$ cat src/rtl/syscfg_pkg.sv
// shared constants and types of the system configuration block
package syscfg_pkg;

  // ----------------------------------------------------------------
  // register addresses
  // ----------------------------------------------------------------
  localparam logic [15:0] SC0_ADDR = 16'h1010;
  localparam logic [15:0] SC1_ADDR = 16'h1011;
  localparam logic [15:0] SC2_ADDR = 16'h1012;
  // peripheral-file number n maps to byte address base | n
  localparam logic [15:0] PF_BASE = 16'h1000;

  // ----------------------------------------------------------------
  // field positions
  // ----------------------------------------------------------------
  localparam int SC0_COLD = 7;
  localparam int SC0_OSCLOW = 6;
  localparam int SC0_PFWAIT = 5;
  localparam int SC0_OSCFLT = 4;
  localparam int SC0_MPWPO = 3;
  localparam int SC0_MPLVL = 2;
  localparam int SC0_MPMODE = 0;
  localparam int SC1_FAST = 4;
  localparam int SC1_MEMDIS = 2;
  localparam int SC2_HALT = 7;
  localparam int SC2_PWRDN = 6;
  localparam int SC2_BUSTST = 4;
  localparam int SC2_CPUTST = 3;
  localparam int SC2_NMI = 1;
  localparam int SC2_LOCK = 0;

  // bits frozen once the lock is set
  localparam logic [7:0] SC0_PROT = 8'h60;
  localparam logic [7:0] SC1_PROT = 8'h14;
  localparam logic [7:0] SC2_PROT = 8'hDB;

  // ----------------------------------------------------------------
  // reset values and cycle counts
  // ----------------------------------------------------------------
  localparam logic SC2_CPUTST_RST = 1'b1;
  localparam logic [3:0] OSC_RST_HOLD_CYC = 4'h8;
  localparam logic [2:0] INT_ACC_CYC = 3'h1;
  localparam logic [2:0] EXT_FAST_CYC = 3'h2;
  localparam logic [2:0] EXT_SLOW_CYC = 3'h3;
  localparam logic [2:0] PF_WAIT_CYC = 3'h4;
  localparam logic [1:0] CLK_DIV4_LAST = 2'h3;

  // ----------------------------------------------------------------
  // types
  // ----------------------------------------------------------------
  typedef enum logic [2:0] {
    PM_RUN = 3'b000,
    PM_IDLE = 3'b001,
    PM_STANDBY = 3'b010,
    PM_HALT = 3'b011,
    PM_RESUME = 3'b100
  } syscfg_pm_t;

  typedef enum logic [1:0] {
    ACC_INT = 2'b00,
    ACC_EXT_MEM = 2'b01,
    ACC_EXT_PF = 2'b10
  } syscfg_acc_t;

endpackage

$ cat src/rtl/syscfg_top.sv
// system configuration registers, lock, clock, wait states, power modes
`timescale 1ns/1ns

module syscfg_top
  import syscfg_pkg::*;
#(
  parameter bit CLK_DIV4 = 1'b1,
  parameter bit LOWPWR_DISABLE = 1'b0
)(
  // clock and resets
  input wire logic core_clk_i,
  input wire logic rst_i,
  input wire logic por_i,
  // register access
  input wire logic bus_pf_i,
  input wire logic [15:0] bus_addr_i,
  input wire logic bus_wr_i,
  input wire logic bus_rd_i,
  input wire logic [7:0] bus_wdata_i,
  output logic [7:0] bus_rdata_o,
  output logic bus_hit_o,
  // straps and mode pin
  input wire logic mp_mode_i,
  input wire logic mode_pin_level_i,
  input wire logic mode_pin_write_override_i,
  input wire logic nvm_write_override_i,
  // oscillator
  input wire logic osc_fault_i,
  input wire logic clk_valid_i,
  output logic reset_pin_out_o,
  output logic reset_pin_oe_o,
  output logic cpu_suspend_o,
  // external access
  input wire logic acc_start_i,
  input wire syscfg_acc_t acc_class_i,
  input wire logic wait_n_i,
  output logic acc_busy_o,
  output logic acc_done_o,
  // power modes
  input wire logic idle_exec_i,
  input wire logic wake_i,
  output logic cpu_stop_o,
  output logic module_clk_gate_o,
  output logic timer_clk_gate_o,
  output logic system_clock_tick_o,
  // control outputs
  output logic oscillator_low_drive_o,
  output logic memory_disable_o,
  output logic ext_int_nonmaskable_o,
  output logic bus_test_o,
  output logic cpu_test_o,
  output logic locked_o
);

  // ----------------------------------------------------------------
  // state
  // ----------------------------------------------------------------
  typedef struct packed {
    logic cold;
    logic osc_flt;
    logic osc_low;
    logic pf_wait;
    logic fast;
    logic memdis;
    logic halt_sel;
    logic pwrdn_sel;
    logic bus_tst;
    logic cpu_tst;
    logic nmi;
    logic lock;
    syscfg_pm_t pm;
    logic [1:0] div_cnt;
    logic [7:0] rdata;
  } syscfg_st_t;

  syscfg_st_t st_reg, st_next;

  logic [15:0] addr;
  logic sel0, sel1, sel2;
  logic [7:0] rd0, rd1, rd2;
  logic [7:0] m0, m1, m2;
  logic [7:0] wd;
  logic fault_evt;
  logic om_hold;

  // ----------------------------------------------------------------
  // oscillator monitor
  // ----------------------------------------------------------------
  syscfg_oscmon u_oscmon (
    .core_clk_i(core_clk_i),
    .rst_i(rst_i | por_i),
    .osc_fault_i(osc_fault_i),
    // low drive turns fault detection off
    .monitor_en_i(~st_reg.osc_low),
    .clk_valid_i(clk_valid_i),
    .fault_evt_o(fault_evt),
    .reset_pin_out_o(reset_pin_out_o),
    .reset_pin_oe_o(reset_pin_oe_o),
    .hold_o(om_hold)
  );

  // ----------------------------------------------------------------
  // wait-state sequencer
  // ----------------------------------------------------------------
  syscfg_wait u_wait (
    .core_clk_i(core_clk_i),
    .rst_i(rst_i | por_i),
    .pf_extra_wait_i(st_reg.pf_wait),
    .ext_fast_i(st_reg.fast),
    .acc_start_i(acc_start_i),
    .acc_class_i(acc_class_i),
    .wait_n_i(wait_n_i),
    .acc_busy_o(acc_busy_o),
    .acc_done_o(acc_done_o)
  );

  // ----------------------------------------------------------------
  // address decode and read data
  // ----------------------------------------------------------------
  // memory and peripheral number decode
  assign addr = bus_pf_i ? (PF_BASE | {8'h00, bus_addr_i[7:0]})
                         : bus_addr_i;

  always_comb begin
    sel0 = 1'b0;
    sel1 = 1'b0;
    sel2 = 1'b0;
    if (addr == SC0_ADDR) begin
      sel0 = 1'b1;
    end else if (addr == SC1_ADDR) begin
      sel1 = 1'b1;
    end else if (addr == SC2_ADDR) begin
      sel2 = 1'b1;
    end
  end

  assign bus_hit_o = sel0 | sel1 | sel2;

  always_comb begin
    rd0 = 8'h00;
    rd1 = 8'h00;
    rd2 = 8'h00;
    rd0[SC0_COLD] = st_reg.cold;
    rd0[SC0_OSCLOW] = st_reg.osc_low;
    rd0[SC0_PFWAIT] = st_reg.pf_wait;
    rd0[SC0_OSCFLT] = st_reg.osc_flt;
    rd0[SC0_MPWPO] = mode_pin_write_override_i;
    rd0[SC0_MPLVL] = mode_pin_level_i;
    rd0[SC0_MPMODE] = mp_mode_i;
    rd1[SC1_FAST] = st_reg.fast;
    rd1[SC1_MEMDIS] = st_reg.memdis;
    rd2[SC2_HALT] = st_reg.halt_sel;
    rd2[SC2_PWRDN] = st_reg.pwrdn_sel;
    rd2[SC2_BUSTST] = st_reg.bus_tst;
    rd2[SC2_CPUTST] = st_reg.cpu_tst;
    rd2[SC2_NMI] = st_reg.nmi;
    rd2[SC2_LOCK] = st_reg.lock;
  end

  // ----------------------------------------------------------------
  // write masks
  // ----------------------------------------------------------------
  // override input plays no part here
  // no watchdog bits live in this block
  assign m0 = st_reg.lock ? ~SC0_PROT : 8'hFF;
  assign m1 = st_reg.lock ? ~SC1_PROT : 8'hFF;
  assign m2 = st_reg.lock ? ~SC2_PROT : 8'hFF;
  assign wd = bus_wdata_i;

  // ----------------------------------------------------------------
  // next state
  // ----------------------------------------------------------------
  always_comb begin
    st_next = st_reg;

    if (bus_rd_i) begin
      st_next.rdata = sel0 ? rd0 : sel1 ? rd1 : sel2 ? rd2 : 8'h00;
    end

    if (bus_wr_i && sel0) begin
      st_next.cold = wd[SC0_COLD];
      st_next.osc_flt = wd[SC0_OSCFLT];
      if (m0[SC0_OSCLOW]) begin
        st_next.osc_low = wd[SC0_OSCLOW];
      end
      if (m0[SC0_PFWAIT]) begin
        st_next.pf_wait = wd[SC0_PFWAIT];
      end
    end
    // a fault in the clearing cycle still sets the flag
    if (fault_evt) begin
      st_next.osc_flt = 1'b1;
    end

    if (bus_wr_i && sel1) begin
      if (m1[SC1_FAST]) begin
        st_next.fast = wd[SC1_FAST];
      end
      if (m1[SC1_MEMDIS]) begin
        st_next.memdis = wd[SC1_MEMDIS];
      end
    end

    if (bus_wr_i && sel2 && !st_reg.lock) begin
      // mode bits frozen when low power is disabled
      if (!LOWPWR_DISABLE) begin
        st_next.halt_sel = wd[SC2_HALT];
        st_next.pwrdn_sel = wd[SC2_PWRDN];
      end
      st_next.bus_tst = wd[SC2_BUSTST];
      st_next.cpu_tst = wd[SC2_CPUTST];
      st_next.nmi = wd[SC2_NMI];
      st_next.lock = wd[SC2_LOCK];
    end

    // system clock tick from build option
    if (CLK_DIV4) begin
      st_next.div_cnt = st_reg.div_cnt + 2'h1;
    end

    case (st_reg.pm)
      PM_RUN: begin
        if (idle_exec_i) begin
          if (LOWPWR_DISABLE || !st_reg.pwrdn_sel) begin
            st_next.pm = PM_IDLE;
          end else if (st_reg.halt_sel) begin
            st_next.pm = PM_HALT;
          end else begin
            st_next.pm = PM_STANDBY;
          end
        end
      end
      PM_IDLE, PM_STANDBY: begin
        if (wake_i) begin
          st_next.pm = PM_RUN;
        end
      end
      PM_HALT: begin
        if (wake_i) begin
          st_next.pm = PM_RESUME;
        end
      end
      PM_RESUME: begin
        // restart only on a valid clock
        if (clk_valid_i) begin
          st_next.pm = PM_RUN;
        end
      end
      default: begin
        st_next.pm = PM_RUN;
      end
    endcase

    if (rst_i || por_i) begin
      st_next.osc_low = 1'b0;
      st_next.pf_wait = 1'b0;
      st_next.fast = 1'b0;
      st_next.memdis = mp_mode_i;
      st_next.halt_sel = 1'b0;
      st_next.pwrdn_sel = 1'b0;
      st_next.bus_tst = 1'b0;
      st_next.cpu_tst = SC2_CPUTST_RST;
      st_next.nmi = 1'b0;
      st_next.lock = 1'b0;
      st_next.pm = PM_RUN;
      st_next.div_cnt = 2'h0;
      st_next.rdata = 8'h00;
    end
    if (por_i) begin
      st_next.cold = 1'b1;
      st_next.osc_flt = 1'b0;
    end
  end

  always_ff @(posedge core_clk_i) begin
    st_reg <= st_next;
  end

  // ----------------------------------------------------------------
  // outputs
  // ----------------------------------------------------------------
  // processor stops in any idle state
  assign cpu_stop_o = st_reg.pm != PM_RUN;
  // standby gates all but the first timer
  assign module_clk_gate_o = st_reg.pm == PM_STANDBY ||
                             st_reg.pm == PM_HALT ||
                             st_reg.pm == PM_RESUME;
  // halt also stops the first timer
  assign timer_clk_gate_o = st_reg.pm == PM_HALT ||
                            st_reg.pm == PM_RESUME;
  assign cpu_suspend_o = om_hold || st_reg.pm == PM_RESUME;
  assign system_clock_tick_o = !CLK_DIV4 ||
                               st_reg.div_cnt == CLK_DIV4_LAST;

  assign bus_rdata_o = st_reg.rdata;
  assign oscillator_low_drive_o = st_reg.osc_low;
  assign memory_disable_o = st_reg.memdis;
  assign ext_int_nonmaskable_o = st_reg.nmi;
  assign bus_test_o = st_reg.bus_tst;
  assign cpu_test_o = st_reg.cpu_tst;
  assign locked_o = st_reg.lock;

endmodule

$ cat src/rtl/syscfg_oscmon.sv
// oscillator fault reset stretcher and clock-valid hold
`timescale 1ns/1ns
module syscfg_oscmon
  import syscfg_pkg::*;
(
  // clock and reset
  input wire logic core_clk_i,
  input wire logic rst_i,
  // monitor
  input wire logic osc_fault_i,
  input wire logic monitor_en_i,
  input wire logic clk_valid_i,
  // results
  output logic fault_evt_o,
  output logic reset_pin_out_o,
  output logic reset_pin_oe_o,
  output logic hold_o
);

  typedef struct packed {
    logic fault_prev;
    logic [3:0] cnt;
    logic drive;
    logic hold;
  } syscfg_om_t;

  syscfg_om_t st_reg, st_next;
  logic evt;

  always_comb begin
    st_next = st_reg;
    evt = osc_fault_i & monitor_en_i & ~st_reg.fault_prev;
    st_next.fault_prev = osc_fault_i & monitor_en_i;
    if (evt) begin
      st_next.cnt = OSC_RST_HOLD_CYC;
      st_next.drive = 1'b1;
    end else if (st_reg.cnt != 4'h0) begin
      st_next.cnt = st_reg.cnt - 4'h1;
      st_next.drive = (st_reg.cnt != 4'h1);
    end
    st_next.hold = st_next.drive | ~clk_valid_i;
    if (rst_i) begin
      st_next = '0;
      st_next.hold = 1'b1;
    end
  end

  always_ff @(posedge core_clk_i) begin
    st_reg <= st_next;
  end

  // the pin is open drain: it only ever pulls low
  assign fault_evt_o = evt & ~rst_i;
  assign reset_pin_out_o = 1'b0;
  assign reset_pin_oe_o = st_reg.drive;
  assign hold_o = st_reg.hold;

endmodule

$ cat src/rtl/syscfg_wait.sv
// bus access length sequencer with external wait input
`timescale 1ns/1ns
module syscfg_wait
  import syscfg_pkg::*;
(
  // clock and reset
  input wire logic core_clk_i,
  input wire logic rst_i,
  // wait-state settings
  input wire logic pf_extra_wait_i,
  input wire logic ext_fast_i,
  // access
  input wire logic acc_start_i,
  input wire syscfg_acc_t acc_class_i,
  input wire logic wait_n_i,
  output logic acc_busy_o,
  output logic acc_done_o
);

  typedef struct packed {
    logic busy;
    logic [2:0] cnt;
    logic [2:0] last;
  } syscfg_ws_t;

  syscfg_ws_t st_reg, st_next;
  logic [2:0] len;
  logic fin;

  always_comb begin
    st_next = st_reg;
    len = ext_fast_i ? EXT_FAST_CYC : EXT_SLOW_CYC;
    if (acc_class_i == ACC_EXT_PF && pf_extra_wait_i) begin
      len = PF_WAIT_CYC;
    end else if (acc_class_i == ACC_INT) begin
      len = INT_ACC_CYC;
    end
    fin = st_reg.busy & (st_reg.cnt == st_reg.last) & wait_n_i;
    if (st_reg.busy) begin
      if (fin) begin
        st_next.busy = 1'b0;
      end else if (st_reg.cnt != st_reg.last) begin
        st_next.cnt = st_reg.cnt + 3'h1;
      end
    end else if (acc_start_i && acc_class_i != ACC_INT) begin
      st_next.busy = 1'b1;
      st_next.cnt = 3'h1;
      st_next.last = len - 3'h1;
    end
    if (rst_i) begin
      st_next = '0;
    end
  end

  always_ff @(posedge core_clk_i) begin
    st_reg <= st_next;
  end

  // internal accesses finish in their start cycle
  assign acc_done_o = fin |
    (~st_reg.busy & acc_start_i & acc_class_i == ACC_INT);
  assign acc_busy_o = st_reg.busy;

endmodule

$ cat config.mk
export PLATFORM = sky130hd
export DESIGN_NAME = syscfg_top
export DESIGN_NICKNAME = d
export VERILOG_FILES = /design/src/rtl/syscfg_pkg.sv /design/src/rtl/syscfg_top.sv /design/src/rtl/syscfg_oscmon.sv /design/src/rtl/syscfg_wait.sv
export SDC_FILE = /design/constraint.sdc
export NUM_CORES = 1
export LEC_CHECK = 0
export ABC_AREA = 1
export ABC_CLOCK_PERIOD_IN_PS = 3400
export BUFFER_PORTS_ARGS = -buffer_cell sky130_fd_sc_hd__buf_2
export CAP_MARGIN = 20
export CORE_MARGIN = 2
export CORE_UTILIZATION = 45
export CTS_BUF_LIST = sky130_fd_sc_hd__clkbuf_4 sky130_fd_sc_hd__clkbuf_8 sky130_fd_sc_hd__clkbuf_16
export CTS_CLUSTER_SIZE = 24
export DETAILED_ROUTE_END_ITERATION = 8
export PLACE_DENSITY = 0.72
export SLEW_MARGIN = 20
export SYNTH_ARGS = -nofsm -noshare
export SYNTH_HDL_FRONTEND = slang
export SYNTH_SLANG_ARGS = --single-unit
$ cat constraint.sdc
create_clock -name core_clk_i -period 3.4 [get_ports core_clk_i]
set_input_delay 0.34 -clock core_clk_i [delete_from_list [all_inputs] [get_ports core_clk_i]]
set_output_delay 0.34 -clock core_clk_i [all_outputs]
set_load 0.02 [all_outputs]
== After elaboration in Yosys (flattened, before gate mapping) ==
Cells that the tools add are included.

* $add $sub $neg: 4
* Eq/ne operators: 18
* Mux-type cells: 38
* Bitwise operators: 17
* Reductions and logical operators: 31

{| class="wikitable"
|+ Operators with widths
! kind !! number
|-
| $eq A16 B13 Y1 const B || 3
|-
| $mux W8 || 4
|-
| $mux W3 || 9
|-
| $mux W20 || 1
|-
| $mux W16 || 1
|-
| $mux W5 || 3
|-
| $mux W1 || 14
|-
| $mux W7 || 2
|-
| $ne A2 B2 Y1 const B || 6
|-
| $pmux W3 S4 || 1
|-
| $reduce_bool A2 Y1 || 6
|-
| $reduce_and A2 Y1 || 5
|-
| $and A1 B1 Y1 || 7
|-
| $eq A3 B2 Y1 const B || 2
|-
| $logic_and A1 B1 Y1 || 6
|-
| $mux W6 || 1
|-
| $logic_or A1 B1 Y1 || 5
|-
| $not A1 Y1 || 5
|-
| $or A1 B1 Y1 || 5
|-
| $eq A2 B2 Y1 const B || 2
|-
| $mux W4 || 1
|-
| $ne A4 B1 Y1 const B || 1
|-
| $reduce_and A4 Y1 || 1
|-
| $reduce_bool A4 Y1 || 1
|-
| 15 further kinds || 16
|}

* Flip-flop bits (word level): 39
* Input bits: 42
* Output and inout port bits: 24
* Word-level logic and storage cells: 131

== Depth between registers and ports, before layout ==
Gate-level depths: netlist of the first run.

* Word-level depth: 10
* Depth in mapped cells: 12
* Mapped depth without buffers: 12

== By module ==
From an unflattened synthesis of the first run, not the netlist that was laid out.

* Cell total of the unflattened synthesis: 319
* Area total of the unflattened synthesis: 2173.3 sq um

{| class="wikitable"
|+ Modules (own cells, without submodules)
! module !! instances !! cells each !! area an instance (sq um) !! seq. area each (sq um)
|-
| syscfg_top || 1 || 205 || 1361.3 || 510.5
|-
| syscfg_wait || 1 || 63 || 451.7 || 140.1
|-
| syscfg_oscmon || 1 || 51 || 360.3 || 140.1
|}

== Worst setup path before layout of the first run ==
No wires, ideal clock.

* Path kind: input to output
* Start: input acc_class_i[1]
* End: output acc_done_o
* Arrival time: 1166 ps
* Required time: 3060 ps
* Slack: 1894 ps
* Cell stages on the path: 3
* Path buffers: 0
* Path through: nor2_1 -> inv_1 -> o31ai_1

* Word-level cells in the longest chain between the ends: 3

{| class="wikitable"
|+ RTL lines
! element !! RTL line !! source
|-
| start: declaration || syscfg_top.sv:35 || <nowiki>input wire syscfg_acc_t acc_class_i,</nowiki>
|-
| $logic_not A2 Y1 || syscfg_wait.sv:61 || <nowiki>(~st_reg.busy & acc_start_i & acc_class_i == ACC_INT);</nowiki>
|-
| $and A1 B1 Y1 || syscfg_wait.sv:61 ||
|-
| $or A1 B1 Y1 || syscfg_wait.sv:60 || <nowiki>assign acc_done_o = fin |</nowiki>
|-
| end: declaration || syscfg_top.sv:38 || <nowiki>output logic acc_done_o,</nowiki>
|}

Every way passes these cells.

== Worst setup path after layout of the first run ==
* Start: register u_wait.st_reg[3] (netlist name)
* End: output acc_done_o

* Word-level cells in the longest chain between the ends: 4

{| class="wikitable"
|+ RTL lines
! element !! RTL line !! source
|-
| start: declaration || syscfg_wait.sv:26 || <nowiki>syscfg_ws_t st_reg, st_next;</nowiki>
|-
| start signal: assignment || syscfg_wait.sv:56 || <nowiki>st_reg <= st_next;</nowiki>
|-
| $eq A3 B3 Y1 || syscfg_wait.sv:38 || <nowiki>fin = st_reg.busy & (st_reg.cnt == st_reg.last) & wait_n_i;</nowiki>
|-
| $and A1 B1 Y1 (2 in series) || syscfg_wait.sv:38 ||
|-
| $or A1 B1 Y1 || syscfg_wait.sv:60 ||
|}

Every way passes these cells.

==> reports/qor.csv, run 1 <==
metric,value,unit
Die Width,71.7,µm
Yosys warning count,0,
Yosys reg bits,39,
DRT iter0 DRCs,81,
core area,0.00438,mm²
crit-path cells,"xor2_1, nor2_1, nand4_1, o31ai_1, buf_2",
gr usage total,0.193,
combinational group share of total power,0.131,
Worst Path Required,3.06,ns
met2 routed WL,2100,µm
post_cts resized,0,
Top Ports,66,
period utilization,0.498,
simple-gate area share of the yosys netlist,0.335,
Site Rows,24,
worst hold path class,in2reg,
grt total ovfl,0,
asr flop ratio synth,0,
Post-Synth Adder-Cell Area,0.0303,
die height,71.7,µm
IO buf count,63,
Post-Syn Area,0.00206,mm²
HPWL after DPL,3440,µm
PD cells,384,mW/mm²
Clock Skew,0.00147,ns
routed vias,1920,
Final Critical Period,1.69,ns
met1 wire length,2050,µm
n_diodes,0,
DRC,0,
htree depth,2,
Main synth FF type,dfxtp_1,
number of global-route vias before repair,1939,
slowest cell delay on critical path,0.35,ns
Layout area overhead,19.8,%
top cell type's share of synthesized area,0.368,
"Hold Violations, Final",0,
status,"complete, no violations",
part of the power in the clock network,0.363,
RSZ-0062 raised after global routing,false,
WL per Instance,10.9,µm
ratio of cells with drive above 1 in the final layout,0.295,
count of final max-slew check failures,0,
total power,949,µW
Initial Util,0.471,
# clock sinks,39,
# Post-CTS Setup Buffers,0,
Rel. slew slack,0.505,
# setup viols final,0,
WS Path Type,reg2out,
Lkg Pwr,1.30,nW
Least-Margin Pin Slew,0.742,ns
sw frac,0.248,
synthesized area per cell,7.05,µm²
P_sw,235,µW
Worst setup EP type,output port,
synth unique cells,36,
Clock transition at path regs,0.07,ns
Critical Path AT,1.35,ns
main combinational cell family by area after synthesis,simple AND/OR/NAND/NOR gates,
routed wire length,4410,µm
syn_nets,340,
first-pass GRT wire length,8010,µm
XOR/XNOR share of the synthesized area,0.0170,
"Hold-fix buffers, CTS",0,
Synth Area in Compound Gates,0.102,
cell taking the most area after synthesis,dfxtp_1,
fillers,442,
Cell Int Power,714,µW
"commonest non-fill, non-tap cell in the layout",buf_2,
DR WL met3,180,µm
Max-Cap Viols,0,
post-synthesis sequential area ratio,0.383,
CTS buffer count,5,
post-synthesis mux area share,0,
"EDFF count, synth",1,
largest net degree at the start of global routing,22,
vias per cell,4.75,
initial antenna violation count,0,
sequential share of power,0.505,
f_max,590,MHz
Area contributors post-synth,"dfxtp_1, nand2_1, nor2_1, inv_1, nand3_1",
Startpoint Class,flip-flop,
Final #Nets,398,
Die ar.,0.00515,mm²
routability cong.,0.761,
Root Buffer,clkbuf_8,
CTS tree,built,
drt pass-1 iters,4,
Largest register FFs,8,
Post-Syn Instances,293,
Clock Latency Late Sink,0.28,ns
"commonest cells after routing, fill and taps aside","buf_2, nand2_1, nor2_1",
crit-path max FO,4,
Slowest cell on crit path,dfxtp_1,
clock buffer depth,2,
peak supply drop,0.000297,V
Max Used Layer,met4,
antenna-violating nets left,0,
TNS Setup,0,ns
Fin Hold WS,0.261,ns
-- power groups by stage --
| stage | Clock [mW] | Sequential [mW] | Combinational [mW] |
|---|---|---|---|
| floorplan | 0 | 0.492 | 0.0795 |
| global placement | 0 | 0.490 | 0.122 |
| detailed placement | 0 | 0.490 | 0.125 |
| CTS | 0.353 | 0.480 | 0.126 |
| global route | 0.372 | 0.481 | 0.143 |
| finish | 0.345 | 0.480 | 0.125 |
-- per-layer routing --
metal / vias up / global-route usage
met5: - / 0
met1: 853 / 0.235
met4: 0 / 0.0734
met3: 8 / 0.0408
met2: 36 / 0.333
li1: 1023 / -
-- path summary, 6_finish.rpt --
kind | slack [ns] | endpoint | cells past startpoint | startpoint
worst max-delay path | 1.71 | acc_done_o | 5 | u_wait.st_reg[3]$_SDFFE_PN0P_
worst min-delay path | 0.26 | u_oscmon.hold_o$_SDFF_PN1_ | 2 | clk_valid_i
worst max register to register | 2.03 | u_oscmon.hold_o$_SDFF_PN1_ | 6 | u_oscmon.st_reg[2]$_SDFFE_PP0N_
worst min register to register | 0.42 | st_reg[8]$_SDFF_PN0_ | 1 | st_reg[8]$_SDFF_PN0_
-- through the flow --
| step | instances | area [µm²] | setup slack (ns) | util |
|---|---|---|---|---|
| after CTS | 404 | 2470 | 1.70 | 0.564 |
| after global placement | 396 | 2370 | 1.80 | 0.540 |
| final | 404 | 2470 | 1.71 | 0.564 |
| after global routing | 404 | 2470 | 1.59 | 0.564 |
| after floorplan | 293 | 2060 | 1.89 | - |
| after detailed placement | 396 | 2370 | 1.79 | 0.540 |
-- critical path: cells and delay by family (launching register included) --
kind / cells / cell delay [ns]
AND/OR/NAND/NOR: 2 / 0.26
AO/OA/AOI/OAI: 1 / 0.09
buffers and inverters: 1 / 0.19
XOR/XNOR: 1 / 0.17
flip-flops: 1 / 0.35
-- logic make-up after synthesis --
| logic type | after synthesis |
|---|---|
| compound gates | 37 |
| xor+xnor | 4 |
| fa+ha+maj | 5 |
| buf+inv | 61 |
| flops | 39 |
| other cells | 1 |
| simple gates | 146 |
-- Yosys cell counts, drive strengths merged (4+ instances only) --
library cell	count
a21oi	15
buf	10
dfxtp	38
ha	5
inv	45
nand2	60
nand3	24
nor2	47
nor3	4
o21ai	15
or2	5
-- final cells by class --
| class | count | area, µm² | area share |
|---|---|---|---|
| clock buffers | 8 | 104 | 0.0420 |
| well taps | 52 | 65.1 | 0.0263 |
| repair buffers | 64 | 323 | 0.131 |
| multi-input cells | 193 | 1000 | 0.405 |
| inverters | 48 | 188 | 0.0759 |
| flip-flops and latches | 39 | 791 | 0.320 |
Power figures use the tool's default switching activity.
==> run 2, diff against run 1 <==
Settings changed: ABC_CLOCK_PERIOD_IN_PS 3400 to 1500, PLACE_DENSITY 0.72 to 0.75.
Clock period 3.4 ns to 1.5 ns, I/O delays scaled along.
==> run 2 against run 1 <==
Cell count rose by 0.50%. Power rose by 130%. Clock power rose by 140%. First-iteration DRC count fell by 7.4%. Sequential power rose by 130%. Count of clock-buffer cells in the layout fell by 1. Wire length fell by 1.7%. Worst setup slack got worse by 1.7 ns. Die area did not move.
==> reports/qor.csv, run 2 (synthesis gave the netlist of run 1 again) <==
metric,value,unit,change
RSZ-0062 raised after global routing,true,,
Largest register FFs,8,,unchanged
fin area,0.00250,mm²,+1.2%
Worst Setup SP,u_wait.st_reg[3]$_SDFFE_PN0P_,,
Max-Cap Viols,0,,unchanged
count of final max-slew check failures,0,,unchanged
Final Critical Period,1.48,ns,
status,"complete, no violations",,
Die Width,71.7,µm,unchanged
IO buf count,63,,unchanged
cells on worst reg2reg path,6,,unchanged
core area,0.00438,mm²,unchanged
antenna-violating nets left,0,,unchanged
grt total ovfl,0,,unchanged
internal reg-to-reg setup slack,0.17,ns,-1.86 ns
drt pass-1 iters,4,,unchanged
Placement Setup Slack,0.157,ns,-1.64 ns
Lkg Pwr,1.32,nW,+1.2%
worst hold path class,in2reg,,
PD cells,887,mW/mm²,+130%
routability cong.,0.845,,+11%
peak supply drop,0.000561,V,+89%
reg2reg end,u_oscmon.hold_o$_SDFF_PN1_,,
Placed Instances,397,,+0.25%
Die ar.,0.00515,mm²,unchanged
# clock sinks,39,,unchanged
# setup viols final,0,,unchanged
Root Buffer,clkbuf_8,,
fin cells,406,,+0.50%
initial antenna violation count,0,,unchanged
routed vias,1937,,+0.89%
n_diodes,0,,unchanged
first-pass GRT wire length,7450,µm,-7.1%
slack of the critical path,0.0204,ns,-1.69 ns
die height,71.7,µm,unchanged
Critical Path AT,1.33,ns,-0.02 ns
Worst Path Required,1.35,ns,-1.71 ns
Startpoint Class,flip-flop,,
f_max,676,MHz,
CTS buffer count,5,,unchanged
DRC,0,,unchanged
Clock Skew,0.00667,ns,+0.00520 ns
vias per cell,4.77,,+0.39%
number of global-route vias before repair,1792,,-7.6%
Worst setup EP type,output port,,
Initial Util,0.471,,unchanged
Top Ports,66,,unchanged
Final #Nets,400,,+0.50%
Site Rows,24,,unchanged
"Hold-fix buffers, CTS",0,,unchanged
fillers,423,,-4.3%
worst r2r src,u_oscmon.st_reg[2]$_SDFFE_PP0N_,,
largest net degree at the start of global routing,17,,-23%
CTS tree,built,,
gr usage total,0.184,,-0.00873
Cells on Worst Hold Path,2,,unchanged
period utilization,0.986,,
clock buffer depth,2,,unchanged
"Hold Violations, Final",0,,unchanged
WS Path Type,reg2out,,
WL per Instance,10.7,µm,-2.2%
routed wire length,4340,µm,-1.7%
Layout area overhead,21.2,%,
HPWL after DPL,3360,µm,-2.2%
"commonest non-fill, non-tap cell in the layout",buf_2,,
Layout Utilization,0.570,,+0.00656
"commonest cells after routing, fill and taps aside","buf_2, nand2_1, nor2_1",,
Clock Latency Late Sink,0.29,ns,about the same
dpl cell area,0.00238,mm²,+0.32%
htree depth,2,,unchanged
DRT iter0 DRCs,75,,-7.4%
CP endpoint,acc_done_o,,
crit-path max FO,3,,-1
Clock transition at path regs,0.08,ns,about the same
ratio of cells with drive above 1 in the final layout,0.305,,+0.00963
run 2: changes by cell type in the layout (fill, tap and decap cells not counted), sizes merged:
cell / change
clkbuf: -1
buf: +2
clkinv: +1
run 2: critical path, stage by stage (launching register included):
cell and delay [ns]:
dfxtp_4 0.35, xor2_1 0.13, nor2_1 0.13, nand4_1 0.14, o31ai_1 0.09, buf_2 0.20
run 2: metal layers:
layer / routed length, µm / GRT usage / up-vias
met5: 0 / 0 / -
met4: 51 / 0.0692 / 0
met3: 215 / 0.0464 / 5
met2: 2070 / 0.311 / 44
met1: 2000 / 0.227 / 860
li1: - / - / 1028
run 2: repair_timing:
item	in CTS	in global routing
endpoints found under the setup margin	0	1
gates resized for setup	0	3
setup buffers	0	1
run 2: how the worst min path moves through the flow:
stage | startpoint | to | slack, ns
4_1_cts | clk_valid_i | u_oscmon.hold_o$_SDFF_PN1_ | 0.05
6_report | clk_valid_i | u_oscmon.hold_o$_SDFF_PN1_ | 0.06
5_1_grt | clk_valid_i | u_oscmon.hold_o$_SDFF_PN1_ | 0.05
3_5_place_dp | clk_valid_i | u_oscmon.hold_o$_SDFF_PN1_ | 0.36
2_1_floorplan | clk_valid_i | u_oscmon.hold_o$_SDFF_PN1_ | 0.23
3_3_place_gp | clk_valid_i | u_oscmon.hold_o$_SDFF_PN1_ | 0.36
run 2: final cells by class:
cell class                      instances  area, µm²  share of cell area
Clock buffer                            7        108              0.0430
Inverter                               48        188              0.0750
Timing Repair Buffer                   66        338               0.135
Multi-Input combinational cell        193       1000               0.401
Tap cell                               52       65.1              0.0260
Clock inverter                          1       5.00             0.00200
Sequential cell                        39        796               0.318
run 2: report_power, final:
group | switching [mW] | internal [mW] | leakage [nW]
clock network | 0.372 | 0.471 | 0.0594
registers | 0.0189 | 1.07 | 0.320
logic | 0.173 | 0.115 | 0.939
total | 0.564 | 1.65 | 1.32
run 2: per-stage QoR:
step           hold WS, ns  setup TNS, ns  total power [mW]
3_5_place_dp         0.361              0              1.40
4_1_cts             0.0539              0              2.23
5_1_grt             0.0531        -0.0877              2.32
6_report            0.0574              0              2.22
2_1_floorplan        0.234              0              1.30
3_3_place_gp         0.358              0              1.39
==> run 3, diff against run 2 <==
Settings changed: CORE_MARGIN 2 to unset.
==> run 3 against run 2 <==
The run now ends with setup timing left. Register-to-register slack lost 0.11 ns. Critical path depth is the same. Cell count grew 1.2%. Utilization grew 1.4 points. Design area grew 2.4%. Die area shrank 5.5%. Fmax shrank 1.4%. First-iteration DRC count grew 1.3%. Clock skew shrank 0.0014 ns. Combinational power grew 6.9%. Global-route usage grew 2.4 points.
==> reports/qor.csv, run 3 (synthesis gave the netlist of run 1 again) <==
metric,value,unit,change
routability cong.,0.812,,-3.9%
routed wire length,4740,µm,+9.2%
CP bufs+invs,1,,unchanged
failing checks,setup timing,,
CP endpoint,acc_done_o,,
grt total ovfl,0,,unchanged
DRT iter0 DRCs,76,,+1.3%
PD cells,899,mW/mm²,+1.4%
total power,2.30,mW,+3.8%
Layout area overhead,24.1,%,
worst r2r src,u_wait.st_reg[0]$_SDFFE_PN0P_,,
first-pass GRT wire length,8180,µm,+9.8%
internal reg-to-reg setup slack,0.06,ns,-0.11 ns
Root Buffer,clkbuf_8,,
"commonest cells after routing, fill and taps aside","buf_2, nand2_1, inv_1, nor2_1, dfxtp_1",,
Die ar.,0.00486,mm²,-5.5%
Clock Latency Late Sink,0.29,ns,about the same
RSZ-0062 raised after global routing,true,,
Final #Nets,405,,+1.3%
DRC,0,,unchanged
Site Rows,24,,unchanged
Final Critical Period,1.50,ns,+0.0209 ns
number of global-route vias before repair,1921,,+7.2%
fillers,423,,unchanged
Startpoint Class,flip-flop,,
Critical Path AT,1.35,ns,+0.02 ns
IO buf count,63,,unchanged
Max-Cap Viols,0,,unchanged
antenna-violating nets left,0,,unchanged
period utilization,1.00,,+0.0139
die height,69.7,µm,-2.8%
fin cells,411,,+1.2%
Placement Setup Slack,0.140,ns,-0.0165 ns
peak supply drop,0.000535,V,-4.6%
initial antenna violation count,0,,unchanged
crit-path max FO,2,,-1
Worst Hold Launch,clk_valid_i,,
CTS buffer count,5,,unchanged
ratio of cells with drive above 1 in the final layout,0.331,,+0.0264
WS Path Type,reg2out,,
status,"complete, but fails checks",,
"commonest non-fill, non-tap cell in the layout",buf_2,,
Placed Instances,397,,unchanged
clock buffer depth,2,,unchanged
n_diodes,0,,unchanged
Slowest cell on crit path,dfxtp_2,,
Die Width,69.7,µm,-2.8%
htree depth,2,,unchanged
Worst path depth,5,,unchanged
Worst setup EP type,output port,,
vias per cell,4.82,,+1.1%
core area,0.00438,mm²,unchanged
slack of the critical path,-0.000501,ns,-0.0209 ns
"delay-heaviest family, CP",flip-flops,,
slowest cell delay on critical path,0.33,ns,-0.02 ns
cells on worst reg2reg path,11,,+5
# clock sinks,39,,unchanged
Worst Setup SP,u_wait.st_reg[4]$_SDFFE_PN0P_,,
Initial Util,0.471,,unchanged
fin area,0.00256,mm²,+2.4%
Lkg Pwr,1.35,nW,+2.3%
dpl cell area,0.00238,mm²,unchanged
routed vias,1983,,+2.4%
worst hold path class,in2reg,,
largest net degree at the start of global routing,17,,unchanged
"Hold Violations, Final",0,,unchanged
count of final max-slew check failures,0,,unchanged
# setup viols final,1,,+1
f_max,666,MHz,-1.4%
drt pass-1 iters,4,,unchanged
reg2reg end,u_wait.st_reg[3]$_SDFFE_PN0P_,,
Largest register FFs,8,,unchanged
crit-path cells,"xor2_1, nor2_1, nand4_1, o31ai_1, buf_2",,
Worst Path Required,1.35,ns,about the same
WL per Instance,11.5,µm,+7.9%
gr usage total,0.208,,+0.0242
CTS tree,built,,
Clock Skew,0.00526,ns,-0.00142 ns
Clock transition at path regs,0.07,ns,about the same
Top Ports,66,,unchanged
HPWL after DPL,3500,µm,+4.1%
[run 3: how the worst min path moves through the flow]
stage	slack, ns	cells after the start	end
after CTS	0.06	2	u_oscmon.hold_o$_SDFF_PN1_
final	0.06	2	u_oscmon.hold_o$_SDFF_PN1_
after global placement	0.36	2	u_oscmon.hold_o$_SDFF_PN1_
after global routing	0.07	2	u_oscmon.hold_o$_SDFF_PN1_
after detailed placement	0.36	2	u_oscmon.hold_o$_SDFF_PN1_
after floorplan	0.23	1	u_oscmon.hold_o$_SDFF_PN1_
[run 3: routing by layer]
metal,global-route usage,wire (µm),share of wire
met2,0.366,2370,0.50
met3,0.0436,235,0.050
met4,0.0889,73,0.015
met5,0,0,0
met1,0.245,2060,0.44
[run 3: layout make-up]
type,count,area [µm²],area share
sequential,39,796,0.311
inverter,48,188,0.0733
tap,52,65.1,0.0254
clock buffer,6,82.6,0.0322
multi-input combinational,193,1020,0.398
timing repair buffer,71,375,0.147
clock inverter,2,35.0,0.0137
[run 3: report_power, final]
part | total, mW | internal, mW | switching, mW
Combinational | 0.309 | 0.127 | 0.182
Clock | 0.904 | 0.538 | 0.366
Sequential | 1.09 | 1.07 | 0.0201
Total | 2.30 | 1.73 | 0.568
[run 3: timing repair]
action / 4_1_cts / 5_1_grt
hold buffers: 0 / 0
setup endpoints to repair: 1 / 5
setup buffers: 5 / 1
resized for setup: 2 / 6
pin swaps: 2 / 3
[run 3: per-stage QoR]
step                      utilization   TNS (ns)  hold slack [ns]
after floorplan                     -          0            0.234
after global placement          0.542          0            0.357
after detailed placement        0.542          0            0.363
after CTS                       0.578   -0.00754           0.0578
after global routing            0.584     -0.163           0.0745
final                           0.584  -0.000501           0.0627
